===== config.mk =====
export PLATFORM = sky130hd
export DESIGN_NAME = status_sideband
export DESIGN_NICKNAME = d
export VERILOG_FILES = /design/src/hw/sideband_pkg.sv /design/src/hw/status_sideband.sv
export SDC_FILE = /design/constraint.sdc
export NUM_CORES = 1
export LEC_CHECK = 0
export BUFFER_PORTS_ARGS = -buffer_cell sky130_fd_sc_hd__buf_2
export CAP_MARGIN = 20
export CORE_AREA = 2 2 107 109
export CTS_CLUSTER_DIAMETER = 30
export DETAILED_ROUTE_END_ITERATION = 12
export DIE_AREA = 0 0 109 111
export GPL_TIMING_DRIVEN = 0
export MAX_ROUTING_LAYER = met4
export PLACE_DENSITY = 0.66
export SLEW_MARGIN = 10
export SYNTH_ARGS = -nofsm -noshare
export SYNTH_HDL_FRONTEND = slang
export SYNTH_SLANG_ARGS = --single-unit

===== constraint.sdc =====
create_clock -name CORE_CLK_I -period 4.2 [get_ports CORE_CLK_I]
set_input_delay 1.26 -clock CORE_CLK_I [delete_from_list [all_inputs] [get_ports CORE_CLK_I]]
set_output_delay 1.26 -clock CORE_CLK_I [all_outputs]
set_load 0.01 [all_outputs]

===== src/hw/sideband_pkg.sv =====
package sideband_pkg;
    localparam int CLK_PERIOD_NS = 10;
    localparam int ADDR_W = 8;
    localparam int DATA_W = 16;

    localparam logic [7:0] GLOBAL_CONTROL_REG_ADDR = 8'hc6;
    localparam logic [7:0] POWER_EVENT_CONTROL_REG_ADDR = 8'hd4;
    localparam logic [7:0] CHIP_CONFIG_REG_ADDR = 8'h48;
    localparam logic [7:0] BUS_SPEED_REG_ADDR = 8'h20;
    localparam logic [7:0] IRQ_MASK_REG_ADDR = 8'h90;
    localparam logic [7:0] IRQ_STATUS_REG_ADDR = 8'h92;
    localparam logic [7:0] ROM_CTRL_REG_ADDR = 8'h50;
    localparam logic [7:0] ROM_DATA_REG_ADDR = 8'h52;

    localparam int LED_SEL_BIT = 9;
    localparam int STRAP_BIT = 9;
    localparam int WAKE_POL_BIT = 4;
    localparam int IRQ_W = 3;
    localparam int IRQ_WAKE_BIT = 0;
    localparam int IRQ_LINK_BIT = 1;
    localparam int IRQ_ROM_BIT = 2;
    localparam int ROM_START_BIT = 15;
    localparam int ROM_BUSY_BIT = 14;

    localparam logic LED_SEL_RST = 1'b0;
    localparam logic WAKE_POL_RST = 1'b0;
    localparam logic [1:0] BUS_SPEED_RST = 2'b11;
    localparam logic [IRQ_W-1:0] IRQ_MASK_RST = 3'h0;

    localparam logic [1:0] BUS_SPEED_FAST = 2'b00;
    localparam int ROM_SK_SLOW_NS = 4000;
    localparam int ROM_SK_FAST_NS = 800;
    localparam logic [8:0] ROM_HALF_SLOW = 9'(ROM_SK_SLOW_NS / (2 * CLK_PERIOD_NS));
    localparam logic [8:0] ROM_HALF_FAST = 9'(ROM_SK_FAST_NS / (2 * CLK_PERIOD_NS));
    localparam int ROM_OUT_LEN = 11;
    localparam int ROM_IN_LEN = 16;
    localparam logic [4:0] ROM_IN_BITS = 5'(ROM_IN_LEN);
    localparam logic [4:0] ROM_TOTAL_BITS = 5'(ROM_OUT_LEN + ROM_IN_LEN);

    localparam int BLINK_HALF_MS = 40;
    localparam logic [23:0] BLINK_HALF_CYC = 24'(BLINK_HALF_MS * 1000000 / CLK_PERIOD_NS);

    typedef enum logic [1:0] {
        ROM_IDLE = 2'b00,
        ROM_LOW = 2'b01,
        ROM_HIGH = 2'b11
    } rom_state_e;

    typedef struct packed {
        logic sync1;
        logic sync2;
        logic strap;
        logic led_sel;
        logic wake_pol;
        logic [1:0] bus_speed;
        logic [IRQ_W-1:0] irq_stat;
        logic [IRQ_W-1:0] irq_mask;
        logic [DATA_W-1:0] rdata;
        logic link_d;
        logic [23:0] act_timer;
        rom_state_e rom_st;
        logic [8:0] rom_half;
        logic [4:0] rom_bits;
        logic [ROM_OUT_LEN-1:0] rom_shift;
        logic [ROM_IN_LEN-1:0] rom_in;
        logic rom_sk;
        logic rom_do;
        logic rom_oe;
        logic rom_cs;
        logic first_ind_n;
        logic second_ind_n;
        logic wake_out;
        logic irq_n;
    } sideband_state_s;
endpackage : sideband_pkg


===== src/hw/status_sideband.sv =====
`timescale 1ns/100ps

module status_sideband #(
    parameter logic [23:0] BLINK_HALF = sideband_pkg::BLINK_HALF_CYC
) (
    input wire logic CORE_CLK_I, // Core clock, 100 MHz.
    input wire logic RST_I, // Synchronous reset, active high.
    input wire logic [sideband_pkg::ADDR_W-1:0] ADDR_I, // Register address.
    input wire logic [sideband_pkg::DATA_W-1:0] WDATA_I, // Write data.
    input wire logic WR_I, // Write strobe.
    input wire logic RD_I, // Read strobe.
    output logic [sideband_pkg::DATA_W-1:0] RDATA_O, // Read data, cycle after the strobe.
    input wire logic LINK_UP_I, // Link is up.
    input wire logic SPEED100_I, // Link runs at 100 Mb/s.
    input wire logic ACTIVITY_I, // Traffic pulse.
    input wire logic WOL_EVENT_I, // Wake-on-LAN event pulse.
    output logic FIRST_INDICATOR_OUT_N_O, // First LED, low lights it.
    output logic SECOND_INDICATOR_OUT_N_O, // Second LED, low lights it.
    output logic WAKE_EVENT_OUT_O, // Wake event, programmable polarity.
    output logic HOST_IRQ_N_O, // Interrupt to host, active low.
    input wire logic ROM_DATA_IO_I, // ROM data pin level.
    output logic ROM_DATA_IO_O, // ROM data pin drive value.
    output logic ROM_DATA_IO_OE_O, // ROM data pin drive enable.
    output logic ROM_SERIAL_CLK_O, // ROM serial clock.
    output logic ROM_SELECT_O // ROM chip select, active high.
);
    sideband_pkg::sideband_state_s st_r;
    sideband_pkg::sideband_state_s st_nxt;

    function automatic logic [8:0] rom_half_cnt(input logic [1:0] spd);
        logic [8:0] h;
        h = sideband_pkg::ROM_HALF_SLOW;
        if (spd == sideband_pkg::BUS_SPEED_FAST) begin
            h = sideband_pkg::ROM_HALF_FAST;
        end
        return h - 9'h001;
    endfunction : rom_half_cnt

    always_comb begin
        logic [sideband_pkg::IRQ_W-1:0] set_ev;
        logic [sideband_pkg::IRQ_W-1:0] clr_ev;
        logic blink_off;
        logic act_lit;
        logic speed_lit;
        logic link_act_lit;
        logic wake_on;
        set_ev = '0;
        clr_ev = '0;
        st_nxt = st_r;
        st_nxt.sync1 = ROM_DATA_IO_I;
        st_nxt.sync2 = st_r.sync1;
        st_nxt.link_d = LINK_UP_I;
        st_nxt.rdata = '0;

        // Off half first, then on half, so even a single short frame is seen.
        blink_off = st_r.act_timer > BLINK_HALF;
        act_lit = st_r.act_timer != 24'h000000 && !blink_off;
        link_act_lit = LINK_UP_I && !blink_off;
        speed_lit = LINK_UP_I && SPEED100_I;

        if (st_r.act_timer != 24'h000000) begin
            st_nxt.act_timer = st_r.act_timer - 24'h000001;
        end else if (ACTIVITY_I) begin
            st_nxt.act_timer = BLINK_HALF << 1;
        end

        if (WOL_EVENT_I) begin
            set_ev[sideband_pkg::IRQ_WAKE_BIT] = 1'b1;
        end
        if (LINK_UP_I != st_r.link_d) begin
            set_ev[sideband_pkg::IRQ_LINK_BIT] = 1'b1;
        end

        case (st_r.rom_st)
            sideband_pkg::ROM_IDLE: begin
                st_nxt.rom_sk = 1'b0;
            end
            sideband_pkg::ROM_LOW: begin
                if (st_r.rom_half == 9'h000) begin
                    st_nxt.rom_sk = 1'b1;
                    st_nxt.rom_half = rom_half_cnt(st_r.bus_speed);
                    st_nxt.rom_st = sideband_pkg::ROM_HIGH;
                end else begin
                    st_nxt.rom_half = st_r.rom_half - 9'h001;
                end
            end
            sideband_pkg::ROM_HIGH: begin
                if (st_r.rom_half == 9'h000) begin
                    st_nxt.rom_sk = 1'b0;
                    st_nxt.rom_half = rom_half_cnt(st_r.bus_speed);
                    st_nxt.rom_shift = st_r.rom_shift << 1;
                    st_nxt.rom_bits = st_r.rom_bits - 5'h01;
                    if (st_r.rom_bits <= sideband_pkg::ROM_IN_BITS) begin
                        // The ROM drives data after the falling edge; take it before the next fall.
                        st_nxt.rom_in = {st_r.rom_in[sideband_pkg::ROM_IN_LEN-2:0], st_r.sync2};
                    end
                    if (st_r.rom_bits == 5'h01) begin
                        st_nxt.rom_st = sideband_pkg::ROM_IDLE;
                        set_ev[sideband_pkg::IRQ_ROM_BIT] = 1'b1;
                    end else begin
                        st_nxt.rom_st = sideband_pkg::ROM_LOW;
                    end
                end else begin
                    st_nxt.rom_half = st_r.rom_half - 9'h001;
                end
            end
            default: begin
                st_nxt.rom_st = sideband_pkg::ROM_IDLE;
            end
        endcase

        if (WR_I) begin
            if (ADDR_I == sideband_pkg::GLOBAL_CONTROL_REG_ADDR) begin
                st_nxt.led_sel = WDATA_I[sideband_pkg::LED_SEL_BIT];
            end else if (ADDR_I == sideband_pkg::POWER_EVENT_CONTROL_REG_ADDR) begin
                st_nxt.wake_pol = WDATA_I[sideband_pkg::WAKE_POL_BIT];
            end else if (ADDR_I == sideband_pkg::BUS_SPEED_REG_ADDR) begin
                st_nxt.bus_speed = WDATA_I[1:0];
            end else if (ADDR_I == sideband_pkg::IRQ_MASK_REG_ADDR) begin
                st_nxt.irq_mask = WDATA_I[sideband_pkg::IRQ_W-1:0];
            end else if (ADDR_I == sideband_pkg::IRQ_STATUS_REG_ADDR) begin
                clr_ev = WDATA_I[sideband_pkg::IRQ_W-1:0];
            end else if (ADDR_I == sideband_pkg::ROM_CTRL_REG_ADDR) begin
                // A start while a read runs is dropped rather than corrupting the frame.
                if (WDATA_I[sideband_pkg::ROM_START_BIT] && st_r.rom_st == sideband_pkg::ROM_IDLE)
                begin
                    st_nxt.rom_shift = WDATA_I[sideband_pkg::ROM_OUT_LEN-1:0];
                    st_nxt.rom_bits = sideband_pkg::ROM_TOTAL_BITS;
                    st_nxt.rom_half = rom_half_cnt(st_r.bus_speed);
                    st_nxt.rom_st = sideband_pkg::ROM_LOW;
                end
            end
        end
        // A new event outranks a clear arriving in the same cycle.
        st_nxt.irq_stat = (st_r.irq_stat & ~clr_ev) | set_ev;

        if (RD_I) begin
            if (ADDR_I == sideband_pkg::GLOBAL_CONTROL_REG_ADDR) begin
                st_nxt.rdata[sideband_pkg::LED_SEL_BIT] = st_r.led_sel;
            end else if (ADDR_I == sideband_pkg::POWER_EVENT_CONTROL_REG_ADDR) begin
                st_nxt.rdata[sideband_pkg::WAKE_POL_BIT] = st_r.wake_pol;
            end else if (ADDR_I == sideband_pkg::CHIP_CONFIG_REG_ADDR) begin
                st_nxt.rdata[sideband_pkg::STRAP_BIT] = st_r.strap;
            end else if (ADDR_I == sideband_pkg::BUS_SPEED_REG_ADDR) begin
                st_nxt.rdata[1:0] = st_r.bus_speed;
            end else if (ADDR_I == sideband_pkg::IRQ_MASK_REG_ADDR) begin
                st_nxt.rdata[sideband_pkg::IRQ_W-1:0] = st_r.irq_mask;
            end else if (ADDR_I == sideband_pkg::IRQ_STATUS_REG_ADDR) begin
                st_nxt.rdata[sideband_pkg::IRQ_W-1:0] = st_r.irq_stat;
            end else if (ADDR_I == sideband_pkg::ROM_CTRL_REG_ADDR) begin
                st_nxt.rdata[sideband_pkg::ROM_BUSY_BIT] = st_r.rom_st != sideband_pkg::ROM_IDLE;
            end else if (ADDR_I == sideband_pkg::ROM_DATA_REG_ADDR) begin
                st_nxt.rdata = st_r.rom_in;
            end
        end

        st_nxt.rom_cs = st_nxt.rom_st != sideband_pkg::ROM_IDLE;
        st_nxt.rom_do = st_nxt.rom_cs && st_nxt.rom_shift[sideband_pkg::ROM_OUT_LEN-1];
        st_nxt.rom_oe = st_nxt.rom_cs && (st_nxt.rom_bits > sideband_pkg::ROM_IN_BITS);

        if (st_r.led_sel) begin
            st_nxt.second_ind_n = !act_lit;
            st_nxt.first_ind_n = !LINK_UP_I;
        end else begin
            st_nxt.second_ind_n = !speed_lit;
            st_nxt.first_ind_n = !link_act_lit;
        end
        wake_on = st_r.irq_stat[sideband_pkg::IRQ_WAKE_BIT];
        st_nxt.wake_out = st_r.wake_pol ? wake_on : !wake_on;
        st_nxt.irq_n = !(|(st_r.irq_stat & st_r.irq_mask));

        if (RST_I) begin
            // Synchroniser keeps running so the strap is the pin level just before release.
            st_nxt.strap = st_r.sync2;
            st_nxt.led_sel = sideband_pkg::LED_SEL_RST;
            st_nxt.wake_pol = sideband_pkg::WAKE_POL_RST;
            st_nxt.bus_speed = sideband_pkg::BUS_SPEED_RST;
            st_nxt.irq_stat = '0;
            st_nxt.irq_mask = sideband_pkg::IRQ_MASK_RST;
            st_nxt.rdata = '0;
            st_nxt.act_timer = '0;
            st_nxt.rom_st = sideband_pkg::ROM_IDLE;
            st_nxt.rom_half = '0;
            st_nxt.rom_bits = '0;
            st_nxt.rom_shift = '0;
            st_nxt.rom_in = '0;
            st_nxt.rom_sk = 1'b0;
            st_nxt.rom_do = 1'b0;
            st_nxt.rom_oe = 1'b0;
            st_nxt.rom_cs = 1'b0;
            st_nxt.first_ind_n = 1'b1;
            st_nxt.second_ind_n = 1'b1;
            st_nxt.wake_out = !sideband_pkg::WAKE_POL_RST;
            st_nxt.irq_n = 1'b1;
        end
    end

    always_ff @(posedge CORE_CLK_I) begin
        st_r <= st_nxt;
    end

    assign RDATA_O = st_r.rdata;
    assign FIRST_INDICATOR_OUT_N_O = st_r.first_ind_n;
    assign SECOND_INDICATOR_OUT_N_O = st_r.second_ind_n;
    assign WAKE_EVENT_OUT_O = st_r.wake_out;
    assign HOST_IRQ_N_O = st_r.irq_n;
    assign ROM_DATA_IO_O = st_r.rom_do;
    assign ROM_DATA_IO_OE_O = st_r.rom_oe;
    assign ROM_SERIAL_CLK_O = st_r.rom_sk;
    assign ROM_SELECT_O = st_r.rom_cs;
endmodule : status_sideband


==> impl_metrics.json <==
{
  "initial_utilization": 0.4344,
  "timing.final.crit_share": 0.6937,
  "chipHeight_um": 111,
  "tns_ns": 0,
  "dpl.hpwl_um": 8223,
  "globalplace.congestion": 0.9282,
  "hold_class": "flop to flop",
  "yosys_warnings": 0,
  "synth_top_area_cell": "sky130_fd_sc_hd__dfxtp_1",
  "die-width_um": 109,
  "drt_pass1_iterations": 5,
  "core_sq_um": 11080,
  "antenna_found_initial": 0,
  "syn_avg_cell_area_sq_um": 8.978,
  "setup_viol": 0,
  "async_set_reset_flop_share_out_of_synthesis": 0,
  "start_kind": "primary input",
  "post-route-min-period_ns": 2.914,
  "grt.overflow.total": 0,
  "max_cap_violations": 0,
  "flow.area_growth_from_synthesis_pct": 15.78,
  "post_synth_main_area_contributors": "sky130_fd_sc_hd__dfxtp_1 (43%), sky130_fd_sc_hd__mux2i_1 (6.7%), sky130_fd_sc_hd__nor2_1 (5.5%)",
  "number_of_hold_violations_in_the_final_report": 0,
  "post_route_ant_nets": 0,
  "numCtsBuffers": 9,
  "crit_path_kind": "primary input to flop",
  "htree_levels": 3,
  "design.die.area_sq_um": 12100,
  "antenna_diodes": 0,
  "yosys_most_used_dff": "sky130_fd_sc_hd__dfxtp_1",
  "grt_pass1_vias": 3764,
  "yosys.cell_types.count": 69,
  "post-cts-setup-buffers": 0,
  "synth_sequential_area_ratio": 0.4389,
  "syn_nets": 575,
  "finClkSkew_ns": 0.007475,
  "fin_worst_hold_slack_ns": 0.3334,
  "floorplan.rows": 39,
  "clockBufferDepth": 2,
  "ir_worst_vdd_uv": 389.8,
  "post_synth_edffs": 1,
  "tritoncts_num_sinks": 105,
  "finalWirelength_um": 11210,
  "tritoncts_clock_tree": "done",
  "detail_route.drc_violations": 0,
  "leakage_nw": 2.125,
  "fmax_mhz": 343.2,
  "net_count_reported_at_finish": 638,
  "grt_start_max_net_pins": 20,
  "post_dp_cell_area_sq_um": 5246,
  "relSlewSlack": 0.3508,
  "fillerInstances": 1034,
  "clock_tree_root_buffer_cell": "sky130_fd_sc_hd__clkbuf_16",
  "postLayoutCoreUtil": 0.5030,
  "status": "completed",
  "cts.clk_slew.worst_paths_ns": 0.07,
  "share_of_layout_cells_above_drive_strength_1": 0.1772,
  "post_cts_resized": 0,
  "route.detailed.vias_per_inst": 5.499,
  "yosys_register_bits": 105,
  "p_per_cell_area_nw_per_um2": 528.2,
  "count_of_vias_placed_by_the_detailed_router": 4108,
  "cp-end-kind": "flop",
  "clkLatencyLatePin_ns": 0.35,
  "stdcell_area_sq_um": 5572,
  "power_mw": 2.943,
  "global_route_wire_length_before_repair_um": 18470,
  "worst_pin_slew_ns": 0.9712,
  "port-buffer-count": 51,
  "cts-hold-fix-buffers": 0,
  "mappedNetlistArea_sq_um": 4812,
  "synth_top_cell_area_share": 0.4327,
  "grt_setup_unrepaired": "false",
  "critical_path.max_fanout": 9,
  "wp_data_arrival_ns": 3.14,
  "grt.total_usage": 0.1986,
  "synthesized_netlist_cell_count": 536,
  "initialDrtViolationCount": 316,
  "wl_per_cell_um": 15.00,
  "worstPathRequired_ns": 4.42,
  "num_io_pins": 57,
  "slew_violations": 0
}
## final cells by class
type,instances,area (sq um),area share
clock inverters,6,81.33,0.01460
flip-flops and latches,105,2112,0.3791
repair buffers,52,260.3,0.04671
multi-input cells,371,2401,0.4309
clock buffers,10,239.0,0.04289
well taps,143,178.9,0.03211
inverters,19,71.32,0.01280
plain buffers,41,227.7,0.04087
## power by group
| group | switching (mW) | total, mW | internal, mW |
|---|---|---|---|
| Combinational | 0.546 | 0.858 | 0.312 |
| Sequential | 0.102 | 1.19 | 1.09 |
| Clock | 0.398 | 0.892 | 0.495 |
| Total | 1.05 | 2.94 | 1.90 |
## cells in the mapped netlist (4+ instances only)
cell type,count
sky130_fd_sc_hd__dfxtp_1,104
sky130_fd_sc_hd__nor2_1,71
sky130_fd_sc_hd__mux2i_1,32
sky130_fd_sc_hd__a21oi_1,29
sky130_fd_sc_hd__nand2_1,26
sky130_fd_sc_hd__nor3_1,20
sky130_fd_sc_hd__clkbuf_1,19
sky130_fd_sc_hd__inv_1,18
sky130_fd_sc_hd__buf_4,16
sky130_fd_sc_hd__a211oi_1,15
sky130_fd_sc_hd__o21ai_0,15
sky130_fd_sc_hd__and2_1,14
sky130_fd_sc_hd__nand3_1,14
sky130_fd_sc_hd__nor4_1,13
sky130_fd_sc_hd__xor2_1,10
sky130_fd_sc_hd__xnor2_1,9
sky130_fd_sc_hd__or3_1,7
sky130_fd_sc_hd__ha_1,6
sky130_fd_sc_hd__o31ai_1,6
sky130_fd_sc_hd__buf_2,5
sky130_fd_sc_hd__nand4_1,5
sky130_fd_sc_hd__nor4b_1,5
sky130_fd_sc_hd__a222oi_1,4
sky130_fd_sc_hd__nand3b_1,4
sky130_fd_sc_hd__o21a_1,4
## stage by stage
stage,setup slack (ns),std cells
finish,1.286,747
global placement,0.8223,730
floorplan,1.346,536
global route,1.063,747
CTS,1.149,746
detailed placement,0.7825,730
## path summary, 6_finish.rpt
check,startpoint,end,slack [ns],depth (start not counted)
max,ADDR_I[3],st_r[47]$_SDFF_PP0_,1.29,6
min,st_nxt[103]$_DFF_P_,st_r[103]$_DFF_P_,0.33,0
min reg2reg,st_nxt[103]$_DFF_P_,st_r[103]$_DFF_P_,0.33,0
max reg2reg,st_r[51]$_SDFFE_PP0P_,st_r[70]$_SDFFE_PP0P_,1.31,8
## worst max-delay path, stage by stage
cell and delay (ns):
sky130_fd_sc_hd__buf_2 0.12, sky130_fd_sc_hd__nor4_1 0.55, sky130_fd_sc_hd__and4_1 0.28, sky130_fd_sc_hd__clkbuf_1 0.35
sky130_fd_sc_hd__o21ai_0 0.15, sky130_fd_sc_hd__a2111oi_0 0.41
## logic make-up after synthesis
kind of cell,share of synthesized area
flip-flops,0.4389
XOR/XNOR,0.03458
AND/OR/NAND/NOR,0.2338
adder cells (fa/ha/maj),0.01560
buffers and inverters,0.06214
multiplexers,0.06890
AO/OA/AOI/OAI,0.1461
## per-layer routing
metal | vias to the layer above | track usage | routed length [um]
li1 | 2049 | - | -
met1 | 1912 | 0.2565 | 4945
met2 | 134 | 0.3139 | 5423
met3 | 13 | 0.04115 | 703
met4 | 0 | 0.05556 | 136
met5 | - | - | 0
## registers in the layout (all words and copies together), names as in the netlist
signal and flops:
ROM_SERIAL_CLK_O 1, FIRST_INDICATOR_OUT_N_O 1, st_nxt 1, ROM_SELECT_O 1
WAKE_EVENT_OUT_O 1, st_r 80, SECOND_INDICATOR_OUT_N_O 1, ROM_DATA_IO_O 1
ROM_DATA_IO_OE_O 1, RDATA_O 16, HOST_IRQ_N_O 1
## cells in the final DEF, fill, tap and decap left out, types with 3 or more instances in the layout
cell type,instances
sky130_fd_sc_hd__a211oi_1,15
sky130_fd_sc_hd__a21oi_1,29
sky130_fd_sc_hd__a222oi_1,4
sky130_fd_sc_hd__a31oi_1,3
sky130_fd_sc_hd__and2_1,14
sky130_fd_sc_hd__and3_1,3
sky130_fd_sc_hd__buf_2,56
sky130_fd_sc_hd__buf_4,16
sky130_fd_sc_hd__clkbuf_1,19
sky130_fd_sc_hd__clkbuf_16,9
sky130_fd_sc_hd__dfxtp_1,104
sky130_fd_sc_hd__ha_1,6
sky130_fd_sc_hd__inv_1,18
sky130_fd_sc_hd__inv_8,3
sky130_fd_sc_hd__mux2i_1,32
sky130_fd_sc_hd__nand2_1,26
sky130_fd_sc_hd__nand2b_1,3
sky130_fd_sc_hd__nand3_1,14
sky130_fd_sc_hd__nand3b_1,4
sky130_fd_sc_hd__nand4_1,5
sky130_fd_sc_hd__nor2_1,71
sky130_fd_sc_hd__nor2b_1,3
sky130_fd_sc_hd__nor3_1,20
sky130_fd_sc_hd__nor4_1,13
sky130_fd_sc_hd__nor4b_1,5
sky130_fd_sc_hd__o211ai_1,3
sky130_fd_sc_hd__o211ai_2,3
sky130_fd_sc_hd__o21a_1,4
sky130_fd_sc_hd__o21ai_0,15
sky130_fd_sc_hd__o31ai_1,6
sky130_fd_sc_hd__or3_1,7
sky130_fd_sc_hd__or4_1,3
sky130_fd_sc_hd__xnor2_1,9
sky130_fd_sc_hd__xor2_1,10
(Power assumes the default switching activity.)
